<file path="src/inc/suvg_pkg.sv">
/*
  constants and types for the supply undervoltage gating block.
  assumes one 25 mhz clock and monitor flags from analog comparators.
*/
package suvg_pkg;
  // ****************************************
  // sizes and defaults
  // ****************************************
  localparam int unsigned suvg_num_channels = 8;
  localparam int unsigned suvg_num_inputs = 2;
  localparam logic [7:0] suvg_input0_channel_map = 8'h04;
  localparam logic [7:0] suvg_input1_channel_map = 8'h08;
  localparam logic suvg_flag_reset_value = 1'b1;
  localparam int unsigned suvg_sync_width = 7;
  // flags start flagged bad, idle reads high, both input pins read low
  localparam logic [suvg_sync_width-1:0] suvg_sync_reset_value = {{4{suvg_flag_reset_value}}, 1'b1, 2'b00};

  // ****************************************
  // supply gating regions
  // ****************************************
  typedef enum logic [1:0] {
    suvg_region_off,
    suvg_region_crank,
    suvg_region_hold,
    suvg_region_full
  } suvg_region_type;
endpackage : suvg_pkg

</file>
<file path="src/core/suvg_gate.sv">
/*
  supply undervoltage gating: derives channel, serial port and register enables
  from the main-supply and logic-supply monitor flags, the idle pin and the input pins.
  assumes flags and pins are asynchronous to mclk; channel requests come from mclk logic.
  assumes channel requests already merge register bits and pin mappings upstream.
*/
// Notes on behaviour
// - With both supplies in undervoltage, no power stage turns on, serial access is refused and registers are reset.
// - With the logic supply in undervoltage, serial transfers are ignored and writable registers reset.
// - Main-supply undervoltage turns all channels off until the supply is back at the operating threshold.
// - Between undervoltage and operating threshold, channels already on stay on until commanded off; new turn-ons are refused.
// - With the logic supply in undervoltage, the serial interface cannot control any channel.
// - With the main supply at or below 3.0 V no channel is controllable by serial port or pins.
// - At or below 3.0 V main supply with logic supply good, registers stay usable and fallback mode may be entered with channels off.
// - At or below 3.0 V main supply with logic supply in undervoltage, fallback mode is not entered.
// - Fallback mode is entered with idle low and any input high; the default channel of that pin turns on once the main supply
//   is back at the operating threshold and, with the logic supply good, registers go read-only.
module suvg_gate
  import suvg_pkg::*;
#(
  parameter int unsigned num_channels = suvg_num_channels
) (
  input wire logic mclk,
  input wire logic rst,
  input wire logic main_crank_low,
  input wire logic main_undervoltage,
  input wire logic main_below_operating,
  input wire logic logic_undervoltage,
  input wire logic idle_n,
  input wire logic [1:0] direct_input_pins,
  input wire logic [num_channels-1:0] serial_channel_request,
  input wire logic [num_channels-1:0] pin_channel_request,
  output logic [num_channels-1:0] channel_enable,
  output logic serial_port_enable,
  output logic register_reset,
  output logic register_read_only,
  output logic fallback_mode,
  output suvg_region_type main_region
);
  // ****************************************
  // parameter check
  // ****************************************
  // default pin channels 2 and 3 must exist, and the pin map is eight bits wide
  if (num_channels < 4 || num_channels > 8) begin : g_bad_channels
    $error("suvg_gate: num_channels must be 4 to 8");
  end

  // ****************************************
  // input synchronisers
  // ****************************************
  logic [suvg_sync_width-1:0] async_in;
  logic [suvg_sync_width-1:0] s1_q;
  logic [suvg_sync_width-1:0] s2_q;
  logic [suvg_sync_width-1:0] s3_q;
  logic [suvg_sync_width-1:0] clean_q;
  logic [suvg_sync_width-1:0] clean_d;

  // keeps its value until stages two and three agree, so a lone odd sample is dropped
  function automatic logic [suvg_sync_width-1:0] settle(
    input logic [suvg_sync_width-1:0] newer,
    input logic [suvg_sync_width-1:0] older,
    input logic [suvg_sync_width-1:0] held
  );
    settle = (newer & older) | ((newer | older) & held);
  endfunction : settle

  assign async_in = {main_crank_low, main_undervoltage, main_below_operating,
                     logic_undervoltage, idle_n, direct_input_pins};
  assign clean_d = settle(s2_q, s3_q, clean_q);

  // first stage: may go metastable, only the second stage reads it
  always_ff @(posedge mclk or posedge rst) begin
    if (rst) begin
      s1_q <= suvg_sync_reset_value;
    end else begin
      s1_q <= async_in;
    end
  end

  // second stage: the first flop that is safe to read
  always_ff @(posedge mclk or posedge rst) begin
    if (rst) begin
      s2_q <= suvg_sync_reset_value;
    end else begin
      s2_q <= s1_q;
    end
  end

  // third stage: compared with the second before a change counts
  always_ff @(posedge mclk or posedge rst) begin
    if (rst) begin
      s3_q <= suvg_sync_reset_value;
    end else begin
      s3_q <= s2_q;
    end
  end

  // flags start flagged bad so nothing turns on before real samples arrive
  always_ff @(posedge mclk or posedge rst) begin
    if (rst) begin
      clean_q <= suvg_sync_reset_value;
    end else begin
      clean_q <= clean_d;
    end
  end

  // ****************************************
  // decoded supply state
  // ****************************************
  // only filtered copies are used below, never the raw pins
  wire crank_low = clean_q[6];
  wire main_uv = clean_q[5];
  wire main_below_op = clean_q[4];
  wire logic_uv = clean_q[3];
  wire idle_high = clean_q[2];
  wire [1:0] pins_high = clean_q[1:0];
  wire any_pin_high = |pins_high;

  wire both_uv = main_uv && logic_uv;
  wire serial_ok = !logic_uv;
  wire fallback_req = !idle_high && any_pin_high && !(crank_low && logic_uv);

  // priority: off over undervoltage over hold over full
  assign main_region = crank_low ? suvg_region_off :
                       main_uv ? suvg_region_crank :
                       main_below_op ? suvg_region_hold : suvg_region_full;

  // ****************************************
  // channel requests
  // ****************************************
  function automatic logic [7:0] pin_mask(input logic pin_high, input logic [7:0] map);
    pin_mask = {8{pin_high}} & map;
  endfunction : pin_mask

  // default channels of every pin that is high; in fallback mode these replace the mapped requests
  // the programmable pin mapping is ignored there
  wire [7:0] default_map = pin_mask(pins_high[0], suvg_input0_channel_map)
                         | pin_mask(pins_high[1], suvg_input1_channel_map);
  wire [num_channels-1:0] fallback_channels = default_map[num_channels-1:0];
  // serial requests count only with the logic supply good and outside fallback mode
  wire [num_channels-1:0] serial_req = (serial_ok && !fallback_req) ? serial_channel_request : '0;
  wire [num_channels-1:0] pin_req = fallback_req ? fallback_channels : pin_channel_request;
  wire [num_channels-1:0] request = serial_req | pin_req;

  logic [num_channels-1:0] chan_q;
  logic [num_channels-1:0] chan_d;
  // hold region: new turn-ons are refused, a channel stays on only while still requested
  wire [num_channels-1:0] hold_chan = chan_q & request;

  always_comb begin
    case (main_region)
      suvg_region_off: chan_d = '0;
      suvg_region_crank: chan_d = '0;
      suvg_region_hold: chan_d = hold_chan;
      suvg_region_full: chan_d = request;
      default: chan_d = '0;
    endcase
  end

  always_ff @(posedge mclk or posedge rst) begin
    if (rst) begin
      chan_q <= '0;
    end else begin
      chan_q <= chan_d;
    end
  end

  // ****************************************
  // serial port and register control
  // ****************************************
  logic port_q;
  logic regrst_q;
  logic ro_q;
  logic fb_q;

  // serial access needs the logic supply, which also covers the both-undervoltage case
  wire port_d = serial_ok && !both_uv;
  wire regrst_d = logic_uv;
  wire ro_d = fallback_req && serial_ok;
  wire fb_d = fallback_req;

  always_ff @(posedge mclk or posedge rst) begin
    if (rst) begin
      port_q <= 1'b0;
    end else begin
      port_q <= port_d;
    end
  end

  // registers are held in reset from power-up until the logic supply is seen good
  always_ff @(posedge mclk or posedge rst) begin
    if (rst) begin
      regrst_q <= 1'b1;
    end else begin
      regrst_q <= regrst_d;
    end
  end

  always_ff @(posedge mclk or posedge rst) begin
    if (rst) begin
      ro_q <= 1'b0;
    end else begin
      ro_q <= ro_d;
    end
  end

  always_ff @(posedge mclk or posedge rst) begin
    if (rst) begin
      fb_q <= 1'b0;
    end else begin
      fb_q <= fb_d;
    end
  end

  // ****************************************
  // outputs
  // ****************************************

  assign channel_enable = chan_q;
  assign serial_port_enable = port_q;
  assign register_reset = regrst_q;
  assign register_read_only = ro_q;
  assign fallback_mode = fb_q;
endmodule : suvg_gate

</file>
<file path="config.mk">
export PLATFORM = sky130hd
export DESIGN_NAME = suvg_gate
export DESIGN_NICKNAME = d
export VERILOG_FILES = /design/src/inc/suvg_pkg.sv /design/src/core/suvg_gate.sv
export SDC_FILE = /design/constraint.sdc
export NUM_CORES = 1
export LEC_CHECK = 0
export BUFFER_PORTS_ARGS = -buffer_cell sky130_fd_sc_hd__buf_2
export CORE_ASPECT_RATIO = 1.75
export CORE_UTILIZATION = 27
export CTS_CLUSTER_SIZE = 20
export DETAILED_ROUTE_END_ITERATION = 7
export GPL_ROUTABILITY_DRIVEN = 0
export GPL_TIMING_DRIVEN = 0
export PLACE_DENSITY = 0.47
export SLEW_MARGIN = 10
export SYNTH_ARGS = -nofsm -noshare
export SYNTH_HDL_FRONTEND = slang
export SYNTH_SLANG_ARGS = --single-unit
</file>
<file path="constraint.sdc">
create_clock -name mclk -period 2.4 [get_ports mclk]
set_input_delay 0.12 -clock mclk [delete_from_list [all_inputs] [get_ports mclk]]
set_output_delay 0.12 -clock mclk [all_outputs]
set_load 0.01 [all_outputs]
</file>
==> reports/summary.txt, run 1 <==
share of cells above drive strength 1: 0.5143
WS Path Type: flip-flop to primary output
grt ovf: 0
RSZ-0062 raised after global routing: no
initial antenna violation count: 0
Die ar.: 0.005174 sq mm
GRT Util Overall: 0.1054
core area: 0.004666 sq mm
register area share after synthesis: 0.7797
DRC errors left: 0
Vias/cell: 4.422
Yosys warning count: 0
hpwl dp: 1.631 mm
Post-CTS Setup Bufs: 0
clk slew on worst S/H paths: 0.07 ns
largest net degree at the start of global routing: 41
Final TNS setup: 0 ns
critical path required time: 2.28 ns
Synth top area share: 0.4188
max incr delay on CP: 0.58 ns
root buf cell: clkbuf_8
fin crit share: 0.5430
Tmin final: 1.303 ns
Metal-1 WL: 969 um
I/O pin cnt: 39
Avg WL per Cell: 12.09 um
htree depth: 2
Worst Path Max Fanout: 3
met3 wire len: 167 um
commonest non-fill, non-tap cell in the layout: buf_2
Worst-Skew Late Latency: 0.29 ns
cts repair resizes: 0
Worst Skew: 0.009203 ns
Critical Path AT: 1.18 ns
slowest CP cell: dfstp_2
Max Cap Viol: 0
met2 WL: 1.146 mm
Core Rows: 33
Crit. End Element: primary output
first-pass GRT wire length: 3.732 mm
fill cell count: 472
Clock Path Buffers: 2
diode count: 0
number of global-route vias before repair: 805
Worst IR Drop VDD: 0.4270 mV
hold-fix buffers at CTS: 7
Power, Total: 1.325 mW
Synth-to-Final Area Change: 31.34%
final slew viol count: 0
Power Dens Cells: 766.0 mW/mm^2
f_max: 0.7674 GHz
top layer reached by signal wires: met4
Seq cells post-synth: 40
Yosys top cell by area: dfstp_2
Design Area, Final: 0.001730 sq mm
Starting Density: 0.2824
final worst setup slack: 1.097 ns
CTS Buf Count: 5
placed instance area: 0.001573 sq mm
leading cell types in the layout, fill and taps excluded: 38 x buf_2, 21 x dfstp_2, 19 x dfrtp_1
failing checks: negative hold slack
IO Port Bufs: 38
Post-Place Worst Slack: 1.285 ns
post-route ant nets: 0
WHS: -0.01015 ns
Die Ht: 94.41 um
first drt pass iteration count: 4
CP cell instances: inv_1, a21oi_1, buf_2
top cells by area, synth: dfstp_2 42%, dfrtp_1 36%, maj3_1 5.3%
cell area after synthesis: 0.001318 sq mm
footprint of the multi-input gates: 267.8 sq um
Distinct cells, synth: 14
Mean Syn Cell Area: 15.14 sq um
total number of vias: 849
initial DRC count: 8
fin nets: 164
final wirelength: 2.321 mm
leakage power: 0.8089 nW
Post-Syn Nets: 112
final hold violations: 12
final setup vio count: 0
CTS Sinks: 40
status: finished with violations
TritonCTS clock tree: built
Post-Syn Instances: 87
Least-Margin Pin Slew: 0.7886 ns
Die X-Extent: 54.81 um
Slew headroom: 0.4735
min-delay worst type: primary input to async pin
crit start category: flip-flop
register area: 0.001027 sq mm
through the flow:
| step | instances | utilization |
|---|---|---|
| after global routing | 192 | 0.3709 |
| after detailed placement | 177 | 0.3371 |
| final | 192 | 0.3709 |
| after global placement | 177 | 0.3371 |
| after CTS | 192 | 0.3709 |
| after floorplan | 87 | - |
cells by family (layout without fill, tap and decap cells):
| logic type | Yosys count | after routing | synth area share |
|---|---|---|---|
| adders and majority gates | 7 | 7 | 0.05318 |
| and+or+nand+nor | 15 | 15 | 0.05983 |
| AOI/OAI and AO/OA | 19 | 19 | 0.09022 |
| buffers and inverters | 6 | 59 | 0.01709 |
| DFF | 40 | 40 | 0.7797 |
worst paths after layout:
path                                         from                           to  slack, ns  depth (start not counted)
min in group mclk          pin_channel_request[5]  channel_enable[5]$_DFF_PP0_       0.10                          3
max in group asynchronous                     rst            s2_q[0]$_DFF_PP0_       1.91                          2
min reg2reg                     s1_q[0]$_DFF_PP0_            s2_q[0]$_DFF_PP0_       0.35                          0
min                                           rst      fallback_mode$_DFF_PP0_      -0.01                          2
max                          clean_q[5]$_DFF_PP1_               main_region[0]       1.10                          3
max reg2reg                  clean_q[2]$_DFF_PP1_  channel_enable[7]$_DFF_PP0_       1.26                          3
state kept, by name (all words and copies together), names as in the netlist:
name / cells
register_read_only: 1
clean_q: 7
s2_q: 7
fallback_mode: 1
s3_q: 7
s1_q: 7
channel_enable: 8
serial_port_enable: 1
register_reset: 1
cell type report:
cell class              count  area share
flip-flops and latches     40      0.5936
multi-input cells          41      0.1547
repair buffers             45      0.1504
clock buffers               5     0.03977
well taps                  52     0.03760
inverters                   6     0.01302
clock inverters             3     0.01085
synthesized netlist by cell type:
library cell / instances
a21o_1: 1
a21oi_1: 11
a32oi_1: 2
dfrtp_1: 19
dfstp_2: 21
inv_1: 5
inv_2: 1
maj3_1: 7
nand2_4: 1
nor2_1: 7
nor2_4: 1
nor3_1: 6
o21ai_0: 4
o21bai_4: 1
worst max-delay path: cells and delay by family (launching register included):
family / cells / cell delay (ns)
AOI/OAI and AO/OA: 1 / 0.13
buffers and inverters: 2 / 0.19
DFF: 1 / 0.58
report_power, final:
group          total [mW]  switching (mW)  internal [mW]
Sequential          0.768          0.0307          0.737
Clock               0.423           0.221          0.202
Combinational       0.135          0.0708         0.0641
Total                1.33           0.322           1.00
metal layers:
| metal | global-route usage | up-vias |
|---|---|---|
| met5 | 0 | - |
| met4 | 0.06410 | 0 |
| met3 | 0.04026 | 4 |
| met2 | 0.1576 | 35 |
| met1 | 0.1227 | 415 |
| li1 | - | 395 |
Power figures use the tool's default switching activity.
==> run 2: changes to the inputs <==
Settings changed: PLACE_DENSITY 0.47 to 0.49.
Clock period 2.4 ns to 1.08 ns, I/O delays scaled along.
==> reports/summary.txt, run 2 (synthesis gave the netlist of run 1 again) <==
fin nets: 171 (was 164)
final core utilization: 0.3942 (was 0.3709)
leading cell types in the layout, fill and taps excluded: 37 x buf_2, 21 x dfstp_2, 19 x dfrtp_1 (was 38 x buf_2, 21 x dfstp_2, 19 x dfrtp_1)
final slew viol count: 0 (unchanged)
Synth-to-Final Area Change: 39.60% (was 31.34%)
Finished Layout Cells: 199 (was 192)
max reg flops: 8 (unchanged)
Internal: 2.276 mW (was 1.003 mW)
Worst IR Drop VDD: 0.8908 mV (was 0.4270 mV)
Net Switching: 731.3 uW (was 322.3 uW)
leakage power: 0.8474 nW (was 0.8089 nW)
sequential power share: 0.567 (was 0.579)
Worst Skew: 0.01225 ns (was 0.009203 ns)
clock network fraction of total power: 0.307 (was 0.319)
Power Dens Cells: 1635 mW/mm^2 (was 766.0 mW/mm^2)
CTS Buf Count: 5 (unchanged)
largest net degree at the start of global routing: 41 (unchanged)
htree depth: 2 (unchanged)
CP Depth: 3 (unchanged)
core area: 0.004666 sq mm (unchanged)
CTS Sinks: 40 (unchanged)
Worst Path Max Fanout: 2 (was 3)
Worst-Skew Late Latency: 0.29 ns (about the same)
Worst path top cell family by delay: flip-flops (unchanged)
TritonCTS clock tree: built (unchanged)
Die Ht: 94.41 um (unchanged)
FF-to-FF End: channel_enable[2]$_DFF_PP0_ (was channel_enable[7]$_DFF_PP0_)
RSZ-0062 raised after global routing: yes (was no)
fin crit share: 1.056
share of cells above drive strength 1: 0.5714 (was 0.5143)
sw frac: 0.2432 (about the same)
DRC errors left: 0 (unchanged)
slowest CP cell: dfstp_2 (unchanged)
Combinational Power Share: 0.126 (was 0.102)
Worst Setup SP: clean_q[5]$_DFF_PP1_ (unchanged)
Vias/cell: 4.296 (was 4.422)
Tmin final: 1.140 ns
final wirelength: 2.463 mm (was 2.321 mm)
hpwl dp: 1.701 mm (was 1.631 mm)
root buf cell: clkbuf_8 (unchanged)
post-route ant nets: 0 (unchanged)
first-pass GRT wire length: 3.933 mm (was 3.732 mm)
Worst R2R Setup Slack: -0.04 ns (was 1.26 ns)
Clock Path Buffers: 2 (unchanged)
Max Cap Viol: 0 (unchanged)
WP buf/inv: 2 (unchanged)
Final TNS setup: -0.1546 ns (was 0 ns)
Crit. End Element: primary output (unchanged)
Starting Density: 0.2824 (unchanged)
Slew headroom: 0.5623 (was 0.4735)
Die X-Extent: 54.81 um (unchanged)
final hold violations: 0 (was 12)
final setup vio count: 3 (was 0)
status: finished with violations (unchanged)
diode count: 0 (unchanged)
grt ovf: 0 (unchanged)
CP cell instances: buf_4, nor2_4, buf_6 (was inv_1, a21oi_1, buf_2)
placed instance area: 0.001573 sq mm (unchanged)
min-delay worst type: primary input to flip-flop (was primary input to async pin)
failing checks: negative setup slack (was negative hold slack)
max incr delay on CP: 0.53 ns (was 0.58 ns)
Least-Margin Pin Slew: 0.6559 ns (was 0.7886 ns)
GRT Util Overall: 0.1106 (was 0.1054)
Critical Path Sink: main_region[1] (was main_region[0])
cell depth of the worst flop-to-flop path: 3 (unchanged)
Design Area, Final: 0.001839 sq mm (was 0.001730 sq mm)
f_max: 0.8771 GHz
Avg WL per Cell: 12.38 um (was 12.09 um)
final worst setup slack: -0.06013 ns (was 1.097 ns)
Core Rows: 33 (unchanged)
WS Path Type: flip-flop to primary output (unchanged)
crit start category: flip-flop (unchanged)
commonest non-fill, non-tap cell in the layout: buf_2 (unchanged)
Critical Path AT: 1.09 ns (was 1.18 ns)
post-placement cell count: 177 (unchanged)
number of global-route vias before repair: 824 (was 805)
initial antenna violation count: 0 (unchanged)
critical path required time: 1.03 ns (was 2.28 ns)
first drt pass iteration count: 4 (unchanged)
Die ar.: 0.005174 sq mm (unchanged)
total number of vias: 855 (was 849)
register area: 0.001027 sq mm (unchanged)
footprint of the multi-input gates: 314.1 sq um (was 267.8 sq um)
Worst R2R Start: clean_q[2]$_DFF_PP1_ (unchanged)
initial DRC count: 16 (was 8)
IO Port Bufs: 38 (unchanged)
fill cell count: 470 (was 472)
clk slew on worst S/H paths: 0.08 ns (was 0.07 ns)
I/O pin cnt: 39 (unchanged)
[run 2: worst min-delay path by stage]
| stage | cells past startpoint | slack, ns | end | start |
|---|---|---|---|---|
| global placement | 1 | 0.16 | s1_q[3]$_DFF_PP1_ | logic_undervoltage |
| CTS | 3 | 0.007 | channel_enable[0]$_DFF_PP0_ | pin_channel_request[0] |
| finish | 3 | 0.04 | channel_enable[2]$_DFF_PP0_ | pin_channel_request[2] |
| floorplan | 0 | 0.06 | s1_q[2]$_DFF_PP1_ | idle_n |
| detailed placement | 1 | 0.16 | s1_q[0]$_DFF_PP0_ | direct_input_pins[0] |
| global route | 3 | 0.04 | channel_enable[2]$_DFF_PP0_ | pin_channel_request[2] |
[run 2: layer usage]
layer / wire, um / share of wire / vias up / track usage
li1: - / - / 411 / -
met3: 169 / 0.069 / 4 / 0.03865
met2: 1233 / 0.50 / 30 / 0.1516
met4: 54 / 0.022 / 0 / 0.07051
met1: 1005 / 0.41 / 410 / 0.1439
met5: 0 / 0 / - / 0
[run 2: timing repair]
item | in CTS | in global routing
pin swaps | 7 | 5
setup buffers | 5 | 1
hold endpoints to repair | 26 | 0
hold buffers | 8 | 0
endpoints found under the setup margin | 10 | 29
resized for setup | 8 | 7
[run 2: final cells by class]
| cell class | instances | area share |
|---|---|---|
| Clock inverter | 1 | 0.002721 |
| Sequential cell | 40 | 0.5585 |
| Multi-Input combinational cell | 41 | 0.1707 |
| Tap cell | 52 | 0.03537 |
| Inverter | 6 | 0.01429 |
| Clock buffer | 7 | 0.04150 |
| Timing Repair Buffer | 52 | 0.1769 |
[run 2: metrics by stage]
stage / setup WS [ns] / power (mW) / hold slack [ns]
2_1_floorplan: 0.08204 / 1.886 / 0.05848
3_3_place_gp: -0.3239 / 2.009 / 0.1587
3_5_place_dp: -0.04223 / 2.024 / 0.1633
4_1_cts: -0.1316 / 3.036 / 0.007090
5_1_grt: -0.1131 / 3.173 / 0.04494
6_report: -0.06013 / 3.008 / 0.03921
[run 2: worst min-delay path, cell delays in order]
cell and delay (ns):
buf_2 0.10, o21ai_0 0.07, a21oi_1 0.07
[run 2: power by group through the flow]
stage / Clock [mW] / Sequential, mW / Combinational, mW
5_1_grt: 1.03 / 1.72 / 0.423
4_1_cts: 0.966 / 1.71 / 0.363
3_3_place_gp: 0 / 1.73 / 0.278
6_report: 0.924 / 1.70 / 0.380
3_5_place_dp: 0 / 1.74 / 0.288
2_1_floorplan: 0 / 1.74 / 0.150
